===== src/verilog/plp_pkg.sv =====
// login service parameter layouts, limits and codes shared by both ends
// assumes both ends run on one mclk and exchange eight-word payload bodies
package plp_pkg;

  // ------------------------------------------------------------
  // frame layout: four common words, then four class words
  // ------------------------------------------------------------
  localparam int unsigned PLP_WORDS    = 8;
  localparam int unsigned PLP_IDX_W    = 3;
  localparam logic [2:0]  PLP_IDX_CMN0 = 3'h0;
  localparam logic [2:0]  PLP_IDX_CMN1 = 3'h1;
  localparam logic [2:0]  PLP_IDX_CMN2 = 3'h2;
  localparam logic [2:0]  PLP_IDX_CMN3 = 3'h3;
  localparam logic [2:0]  PLP_IDX_CLS0 = 3'h4;
  localparam logic [2:0]  PLP_IDX_CLS1 = 3'h5;
  localparam logic [2:0]  PLP_IDX_CLS2 = 3'h6;
  localparam logic [2:0]  PLP_IDX_CLS3 = 3'h7;

  // ------------------------------------------------------------
  // limits and codes
  // ------------------------------------------------------------
  localparam logic [15:0] PLP_RX_MIN       = 16'h0100;
  localparam logic [15:0] PLP_RX_MAX       = 16'h0840;
  localparam logic [1:0]  PLP_RX_ALIGN     = 2'h0;
  localparam logic [7:0]  PLP_VER_OLD_MAX  = 8'h09;
  localparam logic [7:0]  PLP_VER_REV2     = 8'h10;
  localparam logic [7:0]  PLP_VER_REV3     = 8'h20;
  localparam logic [8:0]  PLP_PAYLOAD_128  = 9'h080;
  localparam logic [8:0]  PLP_PAYLOAD_256  = 9'h100;
  localparam logic        PLP_RES_MS       = 1'b0;
  localparam logic [2:0]  PLP_CLASS_1      = 3'h1;
  localparam logic [2:0]  PLP_CLASS_2      = 3'h2;
  localparam logic [2:0]  PLP_CLASS_3      = 3'h3;
  localparam logic [2:0]  PLP_CLASS_6      = 3'h6;

  // ------------------------------------------------------------
  // word layouts
  // ------------------------------------------------------------
  typedef struct packed {
    logic [7:0]  ver_high;
    logic [7:0]  ver_low;
    logic [15:0] bb_credit;
  } plp_cmn_w0_t;

  typedef struct packed {
    logic        cont_incr;
    logic        rand_offset;
    logic        vendor_ver;
    logic        nport_fport;
    logic        alt_bb_credit;
    logic        edtov_res_ns;
    logic [2:0]  rsvd_25_23;
    logic        feat_22;
    logic [4:0]  rsvd_21_17;
    logic        payload_256;
    logic [15:0] rx_size;
  } plp_cmn_w1_t;

  typedef struct packed {
    logic        valid;
    logic        intermix;
    logic [1:0]  stacked_conn;
    logic        seq_delivery;
    logic        ded_simplex;
    logic        camp_on;
    logic        buffered_c1;
    logic        prio;
    logic [6:0]  rsvd_22_16;
    logic [1:0]  xid_reassign;
    logic [1:0]  init_assoc;
    logic        ack0;
    logic        ackn;
    logic        ack_assist;
    logic        compress;
    logic [1:0]  history;
    logic        encrypt;
    logic        clk_sync;
    logic [3:0]  rsvd_3_0;
  } plp_cls_w0_t;

  typedef struct packed {
    logic        ack0;
    logic        ackn;
    logic        xid_interlock;
    logic [1:0]  err_policy;
    logic        rsvd_26;
    logic [1:0]  cat_per_seq;
    logic        compress;
    logic [1:0]  history;
    logic        decrypt;
    logic        clk_sync;
    logic [2:0]  fabric_rsvd;
    logic [15:0] rx_size;
  } plp_cls_w1_t;

  typedef struct packed {
    logic [15:0] concur_seq;
    logic        rsvd_15;
    logic [14:0] ee_credit;
  } plp_cls_w2_t;

  typedef struct packed {
    logic [15:0] open_seq;
    logic [15:0] mcast_rxid;
  } plp_cls_w3_t;

  typedef enum logic [1:0] {
    PLP_ST_IDLE = 2'b00,
    PLP_ST_SEND = 2'b01,
    PLP_ST_WAIT = 2'b10
  } plp_state_t;

  // ------------------------------------------------------------
  // checks
  // ------------------------------------------------------------
  function automatic logic plp_rx_ok(input logic [15:0] size);
    plp_rx_ok = (size >= PLP_RX_MIN) && (size <= PLP_RX_MAX)
                && (size[1:0] == PLP_RX_ALIGN);
  endfunction

  function automatic logic plp_ver_ok(input logic [7:0] ver);
    plp_ver_ok = (ver <= PLP_VER_OLD_MAX) || (ver == PLP_VER_REV2)
                 || (ver == PLP_VER_REV3);
  endfunction

endpackage


===== src/verilog/plp_link_if.sv =====
// word link between the login originator and the responding port
// assumes both ends share mclk; words move one per valid cycle, no stall
`timescale 1ns/1ps
`default_nettype none
interface plp_link_if;
  logic        rq_valid;
  logic [31:0] rq_data;
  logic        ac_valid;
  logic [31:0] ac_data;

  modport orig (output rq_valid, output rq_data, input ac_valid, input ac_data);
  modport resp (input rq_valid, input rq_data, output ac_valid, output ac_data);
endinterface
`default_nettype wire


===== src/verilog/plp_resp.sv =====
// responding port: takes a login request, checks it, answers with an accept
// assumes request words arrive in order on mclk, eight per request
`timescale 1ns/1ps
`default_nettype none

module plp_resp
  import plp_pkg::*;
(
  input  wire logic        mclk,
  input  wire logic        resetn,
  plp_link_if.resp         link,
  input  wire plp_cmn_w0_t own_cmn0,
  input  wire plp_cmn_w1_t own_cmn1,
  input  wire logic [31:0] own_cmn2,
  input  wire logic [31:0] own_edtov,
  input  wire plp_cls_w0_t own_cls0,
  input  wire plp_cls_w1_t own_cls1,
  input  wire plp_cls_w2_t own_cls2,
  input  wire plp_cls_w3_t own_cls3,
  input  wire logic        ptp_topology,
  input  wire logic        fabric_login,
  input  wire logic [2:0]  login_class,
  output logic             login_done,
  output logic             params_err,
  output logic             edtov_res_ns,
  output logic [31:0]      agreed_edtov,
  output logic [32:0]      ratov,
  output logic [8:0]       peer_payload_bytes,
  output logic [15:0]      peer_rx_size,
  output logic [14:0]      peer_ee_credit,
  output logic             peer_prio,
  output logic             peer_clk_sync
);

  // ------------------------------------------------------------
  // state
  // ------------------------------------------------------------
  plp_state_t             state;
  plp_state_t             next_state;
  logic [PLP_IDX_W-1:0]   idx;
  logic [PLP_IDX_W-1:0]   next_idx;
  logic [31:0]            rx_w [PLP_WORDS];
  logic [31:0]            next_rx_w [PLP_WORDS];
  logic [31:0]            acc_edtov;
  logic [31:0]            next_acc_edtov;
  logic                   ac_valid;
  logic                   next_ac_valid;
  logic [31:0]            ac_data;
  logic [31:0]            next_ac_data;
  logic                   next_login_done;
  logic                   next_params_err;
  logic                   next_edtov_res_ns;
  logic [31:0]            next_agreed_edtov;
  logic [32:0]            next_ratov;
  logic [8:0]             next_peer_payload_bytes;
  logic [15:0]            next_peer_rx_size;
  logic [14:0]            next_peer_ee_credit;
  logic                   next_peer_prio;
  logic                   next_peer_clk_sync;

  // ------------------------------------------------------------
  // views of the stored request
  // ------------------------------------------------------------
  plp_cmn_w0_t rq_cmn0;
  plp_cmn_w1_t rq_cmn1;
  plp_cls_w0_t rq_cls0;
  plp_cls_w1_t rq_cls1;
  plp_cls_w2_t rq_cls2;
  logic        rq_bad;
  logic        rq_last;
  logic        credit_class;

  assign rq_cmn0 = plp_cmn_w0_t'(rx_w[PLP_IDX_CMN0]);
  assign rq_cmn1 = plp_cmn_w1_t'(rx_w[PLP_IDX_CMN1]);
  assign rq_cls0 = plp_cls_w0_t'(rx_w[PLP_IDX_CLS0]);
  assign rq_cls1 = plp_cls_w1_t'(rx_w[PLP_IDX_CLS1]);
  assign rq_cls2 = plp_cls_w2_t'(rx_w[PLP_IDX_CLS2]);
  assign rq_last = link.rq_valid && (idx == PLP_IDX_CLS3);
  assign credit_class = (login_class == PLP_CLASS_1) || (login_class == PLP_CLASS_2)
                        || (login_class == PLP_CLASS_6);

  // class receive size is not meaningful in fabric login, so only checked otherwise
  assign rq_bad = !plp_rx_ok(rq_cmn1.rx_size)
                  || (!fabric_login && !plp_rx_ok(rq_cls1.rx_size))
                  || !plp_ver_ok(rq_cmn0.ver_high)
                  || !plp_ver_ok(rq_cmn0.ver_low);

  assign link.ac_valid = ac_valid;
  assign link.ac_data  = ac_data;

  // ------------------------------------------------------------
  // accept word builder
  // ------------------------------------------------------------
  function automatic logic [31:0] acc_word(input logic [PLP_IDX_W-1:0] i);
    case (i)
      PLP_IDX_CMN0: acc_word = own_cmn0;
      PLP_IDX_CMN1: acc_word = own_cmn1;
      PLP_IDX_CMN2: acc_word = own_cmn2;
      PLP_IDX_CMN3: acc_word = ptp_topology ? acc_edtov : 32'h0000_0000;
      PLP_IDX_CLS0: acc_word = own_cls0;
      PLP_IDX_CLS1: acc_word = own_cls1;
      PLP_IDX_CLS2: acc_word = own_cls2;
      default:      acc_word = own_cls3;
    endcase
  endfunction

  // ------------------------------------------------------------
  // next state
  // ------------------------------------------------------------
  always_comb begin
    next_state              = state;
    next_idx                = idx;
    next_rx_w               = rx_w;
    next_acc_edtov          = acc_edtov;
    next_ac_valid           = 1'b0;
    next_ac_data            = ac_data;
    next_login_done         = 1'b0;
    next_params_err         = params_err;
    next_edtov_res_ns       = edtov_res_ns;
    next_agreed_edtov       = agreed_edtov;
    next_ratov              = ratov;
    next_peer_payload_bytes = peer_payload_bytes;
    next_peer_rx_size       = peer_rx_size;
    next_peer_ee_credit     = peer_ee_credit;
    next_peer_prio          = peer_prio;
    next_peer_clk_sync      = peer_clk_sync;
    case (state)
      PLP_ST_IDLE: begin
        // words of a new request during an accept are dropped: no back-pressure
        if (link.rq_valid) begin
          next_rx_w[idx] = link.rq_data;
          next_idx       = idx + 1'b1;
          if (rq_last) begin
            next_state = PLP_ST_SEND;
            next_idx   = PLP_IDX_CMN0;
            // in point-to-point topology a larger request value is adopted so the accept never shrinks it
            if (ptp_topology && (rx_w[PLP_IDX_CMN3] > own_edtov)) begin
              next_acc_edtov = rx_w[PLP_IDX_CMN3];
            end else begin
              next_acc_edtov = own_edtov;
            end
            next_params_err         = rq_bad;
            next_peer_payload_bytes = rq_cmn1.payload_256 ? PLP_PAYLOAD_256
                                                          : PLP_PAYLOAD_128;
            next_peer_rx_size       = rq_cmn1.rx_size;
            next_peer_prio          = rq_cls0.prio && (login_class != PLP_CLASS_3);
            next_peer_clk_sync      = rq_cls0.clk_sync;
            next_peer_ee_credit     = (credit_class && !fabric_login)
                                      ? rq_cls2.ee_credit : 15'h0000;
          end
        end
      end
      PLP_ST_SEND: begin
        next_ac_valid = 1'b1;
        next_ac_data  = acc_word(idx);
        next_idx      = idx + 1'b1;
        if (idx == PLP_IDX_CLS3) begin
          next_state        = PLP_ST_IDLE;
          next_idx          = PLP_IDX_CMN0;
          next_login_done   = 1'b1;
          next_edtov_res_ns = own_cmn1.edtov_res_ns;
          next_agreed_edtov = acc_edtov;
          next_ratov        = ptp_topology ? {acc_edtov, 1'b0} : ratov;
        end
      end
      default: begin
        next_state = PLP_ST_IDLE;
        next_idx   = PLP_IDX_CMN0;
      end
    endcase
  end

  // ------------------------------------------------------------
  // registers
  // ------------------------------------------------------------
  always_ff @(posedge mclk or negedge resetn) begin
    if (!resetn) begin
      state              <= PLP_ST_IDLE;
      idx                <= PLP_IDX_CMN0;
      acc_edtov          <= 32'h0000_0000;
      ac_valid           <= 1'b0;
      ac_data            <= 32'h0000_0000;
      login_done         <= 1'b0;
      params_err         <= 1'b0;
      edtov_res_ns       <= PLP_RES_MS;
      agreed_edtov       <= 32'h0000_0000;
      ratov              <= 33'h0_0000_0000;
      peer_payload_bytes <= PLP_PAYLOAD_128;
      peer_rx_size       <= 16'h0000;
      peer_ee_credit     <= 15'h0000;
      peer_prio          <= 1'b0;
      peer_clk_sync      <= 1'b0;
    end else begin
      state              <= next_state;
      idx                <= next_idx;
      acc_edtov          <= next_acc_edtov;
      ac_valid           <= next_ac_valid;
      ac_data            <= next_ac_data;
      login_done         <= next_login_done;
      params_err         <= next_params_err;
      edtov_res_ns       <= next_edtov_res_ns;
      agreed_edtov       <= next_agreed_edtov;
      ratov              <= next_ratov;
      peer_payload_bytes <= next_peer_payload_bytes;
      peer_rx_size       <= next_peer_rx_size;
      peer_ee_credit     <= next_peer_ee_credit;
      peer_prio          <= next_peer_prio;
      peer_clk_sync      <= next_peer_clk_sync;
    end
  end

  // ------------------------------------------------------------
  // request word store
  // ------------------------------------------------------------
  genvar g;
  generate
    for (g = 0; g < PLP_WORDS; g++) begin : g_store
      always_ff @(posedge mclk or negedge resetn) begin
        if (!resetn) begin
          rx_w[g] <= 32'h0000_0000;
        end else begin
          rx_w[g] <= next_rx_w[g];
        end
      end
    end
  endgenerate

endmodule
`default_nettype wire

===== src/flat_wrapper.sv =====
// flat-port wrapper written by rule: the top's interface ports become plain ports
module plp_resp_flat import plp_pkg::*;
  (mclk, resetn, own_cmn0, own_cmn1, own_cmn2, own_edtov, own_cls0, own_cls1, own_cls2, own_cls3, ptp_topology, fabric_login, login_class, login_done, params_err, edtov_res_ns, agreed_edtov, ratov, peer_payload_bytes, peer_rx_size, peer_ee_credit, peer_prio, peer_clk_sync, link_rq_valid, link_rq_data, link_ac_valid, link_ac_data);
  plp_link_if link_i ();
  input  wire logic mclk;
  input  wire logic resetn;
  input  wire plp_cmn_w0_t own_cmn0;
  input  wire plp_cmn_w1_t own_cmn1;
  input  wire logic [31:0] own_cmn2;
  input  wire logic [31:0] own_edtov;
  input  wire plp_cls_w0_t own_cls0;
  input  wire plp_cls_w1_t own_cls1;
  input  wire plp_cls_w2_t own_cls2;
  input  wire plp_cls_w3_t own_cls3;
  input  wire logic ptp_topology;
  input  wire logic fabric_login;
  input  wire logic [2:0] login_class;
  output logic login_done;
  output logic params_err;
  output logic edtov_res_ns;
  output logic [31:0] agreed_edtov;
  output logic [32:0] ratov;
  output logic [8:0] peer_payload_bytes;
  output logic [15:0] peer_rx_size;
  output logic [14:0] peer_ee_credit;
  output logic peer_prio;
  output logic peer_clk_sync;
  input wire logic [$bits(link_i.rq_valid)-1:0] link_rq_valid;
  input wire logic [$bits(link_i.rq_data)-1:0] link_rq_data;
  output wire logic [$bits(link_i.ac_valid)-1:0] link_ac_valid;
  output wire logic [$bits(link_i.ac_data)-1:0] link_ac_data;
  assign link_i.rq_valid = link_rq_valid;
  assign link_i.rq_data = link_rq_data;
  assign link_ac_valid = link_i.ac_valid;
  assign link_ac_data = link_i.ac_data;
  plp_resp u_core (.mclk(mclk), .resetn(resetn), .link(link_i), .own_cmn0(own_cmn0), .own_cmn1(own_cmn1), .own_cmn2(own_cmn2), .own_edtov(own_edtov), .own_cls0(own_cls0), .own_cls1(own_cls1), .own_cls2(own_cls2), .own_cls3(own_cls3), .ptp_topology(ptp_topology), .fabric_login(fabric_login), .login_class(login_class), .login_done(login_done), .params_err(params_err), .edtov_res_ns(edtov_res_ns), .agreed_edtov(agreed_edtov), .ratov(ratov), .peer_payload_bytes(peer_payload_bytes), .peer_rx_size(peer_rx_size), .peer_ee_credit(peer_ee_credit), .peer_prio(peer_prio), .peer_clk_sync(peer_clk_sync));
endmodule

===== config.mk =====
export PLATFORM = sky130hd
export DESIGN_NAME = plp_resp_flat
export DESIGN_NICKNAME = d
export VERILOG_FILES = /design/src/verilog/plp_pkg.sv /design/src/verilog/plp_link_if.sv /design/src/verilog/plp_resp.sv /design/src/flat_wrapper.sv
export SDC_FILE = /design/constraint.sdc
export NUM_CORES = 1
export LEC_CHECK = 0
export BUFFER_PORTS_ARGS = -buffer_cell sky130_fd_sc_hd__buf_4
export CAP_MARGIN = 20
export CORE_MARGIN = 2
export CORE_UTILIZATION = 26
export CTS_CLUSTER_SIZE = 40
export DETAILED_ROUTE_END_ITERATION = 8
export HOLD_SLACK_MARGIN = 0.06
export SLEW_MARGIN = 20
export SYNTH_ARGS = -nofsm -noshare
export SYNTH_HDL_FRONTEND = slang
export SYNTH_SLANG_ARGS = --single-unit

===== constraint.sdc =====
create_clock -name mclk -period 4.1 [get_ports mclk]
set_input_delay 0.205 -clock mclk [delete_from_list [all_inputs] [get_ports mclk]]
set_output_delay 0.205 -clock mclk [all_outputs]
set_load 0.03 [all_outputs]

==> results of run 1 <==
## cell usage after synthesis (2+ instances only)
| cell | number | area, µm² |
|---|---|---|
| nor2_1 | 41 | 154 |
| a22oi_1 | 9 | 67.6 |
| buf_4 | 8 | 60.1 |
| and2_1 | 2 | 12.5 |
| mux2i_1 | 37 | 370 |
| a21oi_1 | 35 | 175 |
| a21o_1 | 12 | 90.1 |
| mux2_1 | 6 | 67.6 |
| a222oi_1 | 53 | 531 |
| inv_1 | 39 | 146 |
| clkbuf_1 | 50 | 188 |
| buf_12 | 3 | 60.1 |
| o21ai_0 | 17 | 85.1 |
| a2111oi_2 | 2 | 30.0 |
| nor4_1 | 9 | 56.3 |
| buf_1 | 7 | 26.3 |
| nand4_1 | 7 | 43.8 |
| a22o_1 | 26 | 228 |
| mux2_2 | 201 | 2260 |
| a221oi_1 | 15 | 131 |
| ha_1 | 38 | 475 |
| buf_2 | 10 | 50.1 |
| dfrtp_1 | 268 | 6710 |
| a211o_1 | 2 | 17.5 |
| nand3_1 | 12 | 60.1 |
| a31oi_1 | 23 | 144 |
| nand2_1 | 49 | 184 |
| o21ai_1 | 32 | 160 |
| nor3_1 | 7 | 35.0 |
| or4_1 | 2 | 15.0 |
| nor3_2 | 2 | 20.0 |
| nor2b_1 | 3 | 18.8 |
## how the worst max path moves through the flow
stage,end,cells past startpoint
floorplan,u_core.link.ac_data[14]$_DFFE_PN0P_,9
global placement,u_core.acc_edtov[19]$_DFFE_PN0P_,9
detailed placement,u_core.acc_edtov[26]$_DFFE_PN0P_,9
CTS,u_core.link.ac_data[14]$_DFFE_PN0P_,8
global route,u_core.link.ac_data[6]$_DFFE_PN0P_,8
finish,u_core.link.ac_data[6]$_DFFE_PN0P_,8
## cells by family (layout without fill, tap and decap cells)
kind of cell             after synthesis  after routing  share of synthesized area (%)
adder cells (fa/ha/maj)               38             38                           3.71
multiplexers                         244            244                           21.1
flip-flops                           269            269                           52.5
AND/OR/NAND/NOR                      139            139                           5.00
buffers and inverters                118            671                           4.23
other                                  1             14                         0.0293
AO/OA/AOI/OAI                        233            233                           13.4
## flip-flops by register name, summed over array words and instances, names as in the netlist, 16 cells and up
name	count
u_core.acc_edtov	32
u_core.agreed_edtov	32
u_core.link.ac_data	32
u_core.ratov	32
u_core.rx_w	32
u_core.rq_cmn1	17
u_core.peer_rx_size	16
u_core.rq_cls1	16
u_core.rq_cmn0	16
## through the flow
step / std cells / cell area (µm²) / util [%] / setup WS, ns
2_1_floorplan: 1049 / 12800 / - / 1.87
3_3_place_gp: 2083 / 16700 / 34.3 / 0.633
3_5_place_dp: 2083 / 16700 / 34.3 / 0.554
4_1_cts: 2266 / 19100 / 39.1 / 0.510
5_1_grt: 2272 / 19100 / 39.1 / 0.327
6_report: 2272 / 19100 / 39.1 / 0.491
## cell type report
cell class,count,area share [%]
Timing Repair Buffer,574,24.4
Antenna cell,6,0.0787
Sequential cell,269,35.3
Tap cell,664,4.36
Inverter,39,0.768
Clock buffer,41,4.68
Multi-Input combinational cell,662,29.4
Clock inverter,17,1.00
## critical path: cells and delay by family (launching register included)
kind                       cells  cell delay [ns]
and+or+nand+nor                1             0.10
AOI/OAI and AO/OA              2             0.46
DFF                            1             0.48
adders and majority gates      1             0.72
buffers and inverters          4             1.71
## repair_timing
item | CTS | global route
setup buffers | 0 | 0
endpoints found under the setup margin | 0 | 0
hold buffers | 125 | 0
hold endpoints to repair | 363 | 0
## power by group
group	internal, mW	switching, mW	total, mW
clock	1.73	1.19	2.91
combinational	2.90	3.53	6.43
sequential	3.84	1.04	4.87
total	8.47	5.76	14.2
## layer usage
metal  vias up  wire length, µm  share of wire [%]
met1      5460            20700                 41
met2       446            23400                 47
met5         -               43              0.086
met4         6             2690                5.3
li1       5010                -                  -
met3       115             3420                6.8
==> flow_summary.toml, run 1 <==
[cts]
cts_max_level = 1
post_cts_resized = 0
clk_latency_ns = 0.59
cts_root_buffer = "clkbuf_16"
cts_buffers = 31
clock_sinks = 269
cts_tree = "done"
clk_path_buf_depth = 3
clk_pin_slew_ns = 0.06

[die]
die_h_um = 226
start_util_pct = 26.3
core_area_mm2 = 0.0487
pin_count = 439
die_w_um = 226
rows = 81
dieArea_mm2 = 0.0511

[detailed_routing]
wl_per_cell_um = 22.1
viasPerCell = 4.86
ant_nets = 0
drcViolationCount = 0
finalWirelength_mm = 50.2
vias = 11000
firstDrtPassIters = 7
drt-initial-drc-count = 806

[global_route]
track_usage_pct = 18.9
grt_max_degree = 138
overflow = 0
busiest_layer = "met2"
grt_pass1_vias = 11300
antenna_found_initial = 11
use_met1_pct = 23.5
gr-usage-met2_pct = 30.9
met3_usage_pct = 4.03
grt_pass1_wl_mm = 71.8

[critical_path]
path_max_fanout = 32
critPathLaunchType = "flop"
rrSetupSlack_ns = 0.49
end_kind = "flop"
worstReg2RegStart = "u_core.idx[0]$_DFFE_PN0P_"
cpMostUsedCell = "dlygate4sd3_1"
path_cells = "inv_1, ha_2, nor4_2, buf_4, a222oi_1, dlygate4sd3_1, a31oi_1, dlygate4sd3_1"
max_stage_delay_ns = 0.72
cp.arrival_ns = 4.08
reg2reg_depth = 8
crit_path_start = "u_core.idx[0]$_DFFE_PN0P_"
crit_required_ns = 4.57
cp_slowest_cell = "ha_2"
timing.rr.end = "u_core.link.ac_data[6]$_DFFE_PN0P_"
criticalPathCategory = "flop to flop"

[place]
gp_congestion = 0.877
hpwl_mm = 37.9
portBuffers = 430

[cells_and_area]
ff_latch_area_mm2 = 0.00674
final_common_cell = "buf_4"
nets = 1911
fillers = 4724
multiInputGateArea_mm2 = 0.00560
syn_to_final_growth_pct = 48.8
final_cell_mix = "buf_4 (446), dfrtp_1 (266), mux2_2 (201)"
drive_gt1_share_pct = 45.2

[timing]
worst_pin_slew_ns = 0.936
whs_ns = 0.0866
slew_headroom_pct = 37.4
setup_viol_count_final = 0
maxSlewViolCount = 0
fin_crit_ns = 3.61
achievable-frequency_ghz = 0.277
setup_tns_ns = 0
finalHoldViolCount = 0
finClkSkew_ns = 0.0135
period_share_pct = 88.0
rsz0062_at_grt = "false"

[pwr]
p_leak_nw = 9.26
p_per_area_mw_per_mm2 = 746
power.total_mw = 14.2
ir_worst_vdd_mv = 0.313

[yosys]
ys_seq_elements = 269
synth_ff_type = "dfrtp_1"
syn-mean-instance-area_um2 = 12.3
async_flop_share_pct = 100
netlist_instances = 1042
yosysUniqueCellTypes = 47
yosysWarnings = 0
netlist_area_mm2 = 0.0128
synth_edf_count = 0
ys_seq_area_share_pct = 52.5

[hold_path]
hold_path.class = "input pin to asynchronous set/reset pin"

[status]
status = "finished clean"

[job]
cap_viol_max_count = 0
No activity file was read; power rests on OpenSTA's default activity.
==> run 2, diff against run 1 <==
CORE_AREA = 2 2 170 172   (was unset)
CORE_MARGIN = unset   (was 2)
CORE_UTILIZATION = unset   (was 26)
DIE_AREA = 0 0 172 174   (was unset)
PLACE_DENSITY = 0.74   (was unset)
==> run 2 against run 1 <==
- the flow now finishes with violations (design-rule violations)
- clock skew rose by 0.0029 ns
- combinational power fell by 3.7%
- maximum frequency rose by 14%
- via count fell by 0.68%
- hold slack got worse by 0.0098 ns
- worst setup slack improved by 0.44 ns
- global-route usage rose by 10 points
- critical path depth rose by 1
- die area fell by 41%
- register-to-register slack improved by 0.44 ns
- critical path type unchanged
- critical endpoint is now u_core.acc_edtov[22]$_DFFE_PN0P_
==> flow_summary.toml, run 2 (synthesis results as in run 1) <==
[global_route]
grt_pass1_wl_mm = 65.4
overflow = 0
grt_max_degree = 111
antenna_found_initial = 10
grt_pass1_vias = 10900
track_usage_pct = 28.9

[cells_and_area]
fin_cells = 1966
nets = 1888
final_common_cell = "buf_4"
final_cell_mix = "buf_4 (446), dfrtp_1 (266), mux2_2 (201)"
syn_to_final_growth_pct = 43.0
drive_gt1_share_pct = 45.2

[timing]
worst_pin_slew_ns = 0.945
finClkSkew_ns = 0.0164
period_share_pct = 77.4
slew_headroom_pct = 36.8
fin_crit_ns = 3.17
achievable-frequency_ghz = 0.315
maxSlewViolCount = 0
finalHoldViolCount = 0
rsz0062_at_grt = "false"
setup_tns_ns = 0
setup_viol_count_final = 0

[cts]
cts_max_level = 1
cts_tree = "done"
clk_path_buf_depth = 3
clk_latency_ns = 0.54
clock_sinks = 269
cts_buffers = 28
cts_root_buffer = "clkbuf_16"
post_cts_resized = 0
clk_pin_slew_ns = 0.06
cts_setup_buffers = 0
hold_buffers = 106

[critical_path]
rrSetupSlack_ns = 0.93
cp.arrival_ns = 3.58
critPathLaunchType = "flop"
crit_required_ns = 4.50
end_kind = "flop"
criticalPathCategory = "flop to flop"
timing.rr.end = "u_core.acc_edtov[22]$_DFFE_PN0P_"
path_max_fanout = 17
worstReg2RegStart = "u_core.rx_w[146]$_DFFE_PN0P_"
reg2reg_depth = 9

[detailed_routing]
drcViolationCount = 5
firstDrtPassIters = 9
vias = 11000
wl_met2_mm = 20.7
wl_per_cell_um = 22.7
ant_nets = 0
met3_length_mm = 4.22
m1WireLength_mm = 18.1
finalWirelength_mm = 44.6
viasPerCell = 5.58
dr.max_layer_used = "met5"
drt-initial-drc-count = 1008

[die]
pin_count = 439
start_util_pct = 45.4
die_w_um = 172
dieArea_mm2 = 0.0299
rows = 62
die_h_um = 174
core_area_mm2 = 0.0282

[job]
cap_viol_max_count = 0

[place]
dp_cells = 1802
portBuffers = 430
gp_congestion = 0.897
hpwl_mm = 33.1

[status]
status = "finished with violations"
failed_checks = "design-rule violations"

[pwr]
p_leak_nw = 9.08
p_per_area_mw_per_mm2 = 735
ir_worst_vdd_mv = 0.507

[hold_path]
min_from = "own_cmn1[28]"
holdPathEnd = "u_core.link.ac_data[28]$_DFFE_PN0P_"
min_path_cells = 3
hold_path.class = "input pin to flop"
==> run 2: cell types whose count changed in the layout (fill, tap and decap cells not counted), sizes merged <==
cell         before  now
clkinv           10    6
inv              41   40
bufinv            3    0
clkbuf           41   40
clkinvlp          2    5
dlygate4sd3     125  106
buf             449  448
==> run 2: area by class of cell <==
type | count | area [µm²]
tap | 384 | 480
antenna | 6 | 15.0
fill | 2198 | 9910
sequential | 269 | 6740
clock inverter | 12 | 76.3
multi-input combinational | 662 | 5590
inverter | 39 | 146
timing repair buffer | 554 | 4440
clock buffer | 40 | 837
==> run 2: critical path, cell delays in order (launching register included) <==
cell and delay (ns):
dfrtp_1 0.40, ha_1 0.31, a211oi_1 0.25, a211o_1 0.16, a311oi_1 0.10, a2111oi_2 0.49
o32a_2 0.60, buf_4 0.39, mux2i_1 0.26, o21ai_1 0.08
==> run 2: worst max path at each step <==
stage	start	depth (start not counted)	end	slack, ns
6_report	u_core.rx_w[146]$_DFFE_PN0P_	9	u_core.acc_edtov[22]$_DFFE_PN0P_	0.93
5_1_grt	u_core.rx_w[159]$_DFFE_PN0P_	9	u_core.acc_edtov[31]$_DFFE_PN0P_	0.77
4_1_cts	u_core.rx_w[146]$_DFFE_PN0P_	9	u_core.acc_edtov[22]$_DFFE_PN0P_	0.95
3_5_place_dp	u_core.rx_w[146]$_DFFE_PN0P_	9	u_core.acc_edtov[22]$_DFFE_PN0P_	0.96
3_3_place_gp	u_core.rx_w[159]$_DFFE_PN0P_	9	u_core.acc_edtov[30]$_DFFE_PN0P_	1.02
2_1_floorplan	u_core.idx[2]$_DFFE_PN0P_	9	u_core.link.ac_data[14]$_DFFE_PN0P_	1.87
==> run 2: metal layers <==
metal  up-vias  GRT usage [%]
met5         -              0
met4         8           10.3
met3       103           8.01
met1      5376           37.9
met2       522           46.0
li1       4953              -
==> run 2: through the flow <==
step	util (%)	setup slack, ns	hold slack [ns]	cell area (µm²)	power [mW]
floorplan	-	1.87	-0.0906	12800	8.47
global placement	57.9	1.02	0.311	16300	10.7
detailed placement	57.9	0.959	0.319	16300	10.8
CTS	64.9	0.949	0.0734	18300	13.5
global route	64.9	0.775	0.0908	18300	14.2
finish	64.9	0.927	0.0768	18300	13.5
==> run 2: report_power, final <==
part | leakage [nW] | total, mW | switching (mW) | internal, mW
sequential | 3.40 | 4.80 | 0.960 | 3.84
combinational | 5.24 | 6.19 | 3.47 | 2.72
clock | 0.441 | 2.49 | 1.06 | 1.42
total | 9.08 | 13.5 | 5.49 | 7.98
==> run 3, diff against run 2 <==
CORE_AREA = unset   (was 2 2 170 172)
CORE_MARGIN = 2   (was unset)
CORE_UTILIZATION = 46   (was unset)
DIE_AREA = unset   (was 0 0 172 174)
PLACE_DENSITY = 0.77   (was 0.74)
clock period = 2.6 ns   (was 4.1 ns; I/O delays follow)
==> run 3 against run 2 <==
- the run now ends clean
- critical endpoint is now u_core.acc_edtov[27]$_DFFE_PN0P_
- maximum frequency up 26%
- cell area grew 4.3%
- core utilization rose by 4.3 points
- flip-flop and latch count did not move
- via count increased by 4.1%
- clock skew grew 0.0065 ns
- die area fell by 2.4%
- final cell count increased by 2.4%
- first-iteration DRC count is 1.7% higher
- power is 65% higher
- critical path type unchanged
- non-clock buffer count rose by 55
- count of clock-buffer cells in the layout unchanged
==> flow_summary.toml, run 3 (synthesis results as in run 1) <==
[status]
status = "finished clean"

[timing]
worst_pin_slew_ns = 0.835
slew_headroom_pct = 43.9
setup_viol_count_final = 0
fin_crit_ns = 2.51
period_share_pct = 96.7
maxSlewViolCount = 0
setup_tns_ns = 0
finClkSkew_ns = 0.0229
finalHoldViolCount = 0
rsz0062_at_grt = "false"
whs_ns = 0.0617
achievable-frequency_ghz = 0.398

[global_route]
grt_pass1_wl_mm = 66.6
antenna_found_initial = 4
overflow = 0
grt_max_degree = 77
grt_pass1_vias = 11200
track_usage_pct = 30.3

[die]
pin_count = 439
rows = 61
die_w_um = 171
start_util_pct = 46.4
dieArea_mm2 = 0.0292
core_area_mm2 = 0.0276
die_h_um = 171

[critical_path]
max_stage_delay_ns = 0.41
path_cells = "ha_1, a21oi_1, a21oi_1, a2111oi_4, o32a_2, buf_12, mux2i_2, o21ai_1"
rrSetupSlack_ns = 0.09
cp_slowest_cell = "dfrtp_1"
cp.arrival_ns = 2.93
reg2reg_depth = 8
criticalPathCategory = "flop to flop"
cpMostUsedCell = "a21oi_1"
critPathLaunchType = "flop"
crit_required_ns = 3.02
worstReg2RegStart = "u_core.rx_w[155]$_DFFE_PN0P_"
path_max_fanout = 8
end_kind = "flop"
timing.rr.end = "u_core.acc_edtov[27]$_DFFE_PN0P_"

[pwr]
p_leak_nw = 9.44
p_sw_share_pct = 40.0
cellInternalPower_mw = 13.3
p_switching_mw = 8.88
combPwrFrac_pct = 46.0
ir_worst_vdd_mv = 0.724
seq_power_share_pct = 34.3
p_per_area_mw_per_mm2 = 1160
power_frac_clock_pct = 19.7
power.total_mw = 22.2

[detailed_routing]
ant_nets = 0
viasPerCell = 5.67
vias = 11400
drcViolationCount = 0
drt-initial-drc-count = 1025
wl_per_cell_um = 23.1
finalWirelength_mm = 46.5
firstDrtPassIters = 6

[cells_and_area]
final_cell_area_mm2 = 0.0191
syn_to_final_growth_pct = 49.2
fillers = 1968
utilization_pct = 69.2
ff_latch_area_mm2 = 0.00674
nets = 1944
final_cell_mix = "buf_4 (456), dfrtp_1 (265), mux2_2 (201)"
multiInputGateArea_mm2 = 0.00568
drive_gt1_share_pct = 45.4
final_common_cell = "buf_4"

[hold_path]
hold_path.class = "input pin to flop"
holdPathEnd = "u_core.link.ac_data[28]$_DFFE_PN0P_"
min_path_cells = 4
min_from = "own_cmn0[28]"

[cts]
cts_buffers = 29
clk_path_buf_depth = 3
cts_root_buffer = "clkbuf_16"
cts_setup_buffers = 0
clk_latency_ns = 0.55
clock_sinks = 269
cts_tree = "done"
clk_pin_slew_ns = 0.06
cts_max_level = 1

[place]
hpwl_mm = 33.6
gp_congestion = 0.934
portBuffers = 430
place_area_mm2 = 0.0166

[job]
cap_viol_max_count = 0
## run 3: cell types whose count changed in the layout (fill, tap and decap cells not counted), moves of 2 or more
cell and change:
a2111oi_2 -2, a2111oi_4 +2, buf_12 +7, buf_4 +10
buf_6 +2, bufinv_16 +5, clkinvlp_4 -4, diode_2 -2
dlygate4sd3_1 +35, nor4_1 -2
## run 3: cell type report
type	count	area share [%]
Multi-Input combinational cell	662	29.7
Inverter	39	0.766
Tap cell	378	2.47
Antenna cell	4	0.0524
Clock inverter	12	1.00
Timing Repair Buffer	609	26.5
Clock buffer	40	4.33
Sequential cell	269	35.2
## run 3: metrics by stage
step	worst slack [ns]	std cells
3_3_place_gp	-0.0583	1815
4_1_cts	0.0143	2008
5_1_grt	0.00555	2012
2_1_floorplan	0.373	1049
6_report	0.0862	2013
3_5_place_dp	0.0884	1815
## run 3: worst max-delay path: cells and delay by family, from the launching register on
kind	cells	cell delay, ns
buffers and inverters	1	0.17
muxes	1	0.23
AOI/OAI and AO/OA	5	1.22
DFF	1	0.41
adders and majority gates	1	0.35
## run 3: repair_timing
item / in CTS / in global routing
resized for setup: 0 / 12
endpoints found under the hold margin: 275 / 0
hold buffers: 141 / 0
setup endpoints to repair: 0 / 40
## run 3: routing by layer
metal / vias up / share of wire, % / global-route usage, %
met5: - / 0 / 0
met4: 0 / 3.2 / 9.58
met3: 100 / 7.6 / 5.85
met2: 585 / 49 / 50.9
met1: 5670 / 40 / 39.7
li1: 5061 / - / -
## run 3: how the worst max path moves through the flow
| stage | startpoint | to | slack, ns | depth (start not counted) |
|---|---|---|---|---|
| 6_report | u_core.rx_w[155]$_DFFE_PN0P_ | u_core.acc_edtov[27]$_DFFE_PN0P_ | 0.09 | 8 |
| 5_1_grt | u_core.rx_w[139]$_DFFE_PN0P_ | u_core.acc_edtov[14]$_DFFE_PN0P_ | 0.006 | 9 |
| 4_1_cts | u_core.rx_w[146]$_DFFE_PN0P_ | u_core.acc_edtov[16]$_DFFE_PN0P_ | 0.01 | 9 |
| 3_5_place_dp | u_core.rx_w[146]$_DFFE_PN0P_ | u_core.acc_edtov[16]$_DFFE_PN0P_ | 0.09 | 9 |
| 3_3_place_gp | u_core.idx[1]$_DFFE_PN0P_ | u_core.link.ac_data[14]$_DFFE_PN0P_ | -0.06 | 6 |
| 2_1_floorplan | u_core.idx[2]$_DFFE_PN0P_ | u_core.link.ac_data[14]$_DFFE_PN0P_ | 0.37 | 9 |
## run 3: power groups by stage
| stage | sequential [mW] | clock (mW) | combinational [mW] |
|---|---|---|---|
| after floorplan | 8.66 | 0 | 4.70 |
| after global placement | 7.53 | 0 | 9.48 |
| after detailed placement | 7.62 | 0 | 9.71 |
| after CTS | 7.57 | 4.43 | 10.0 |
| after global routing | 7.81 | 4.60 | 10.8 |
| final | 7.61 | 4.38 | 10.2 |
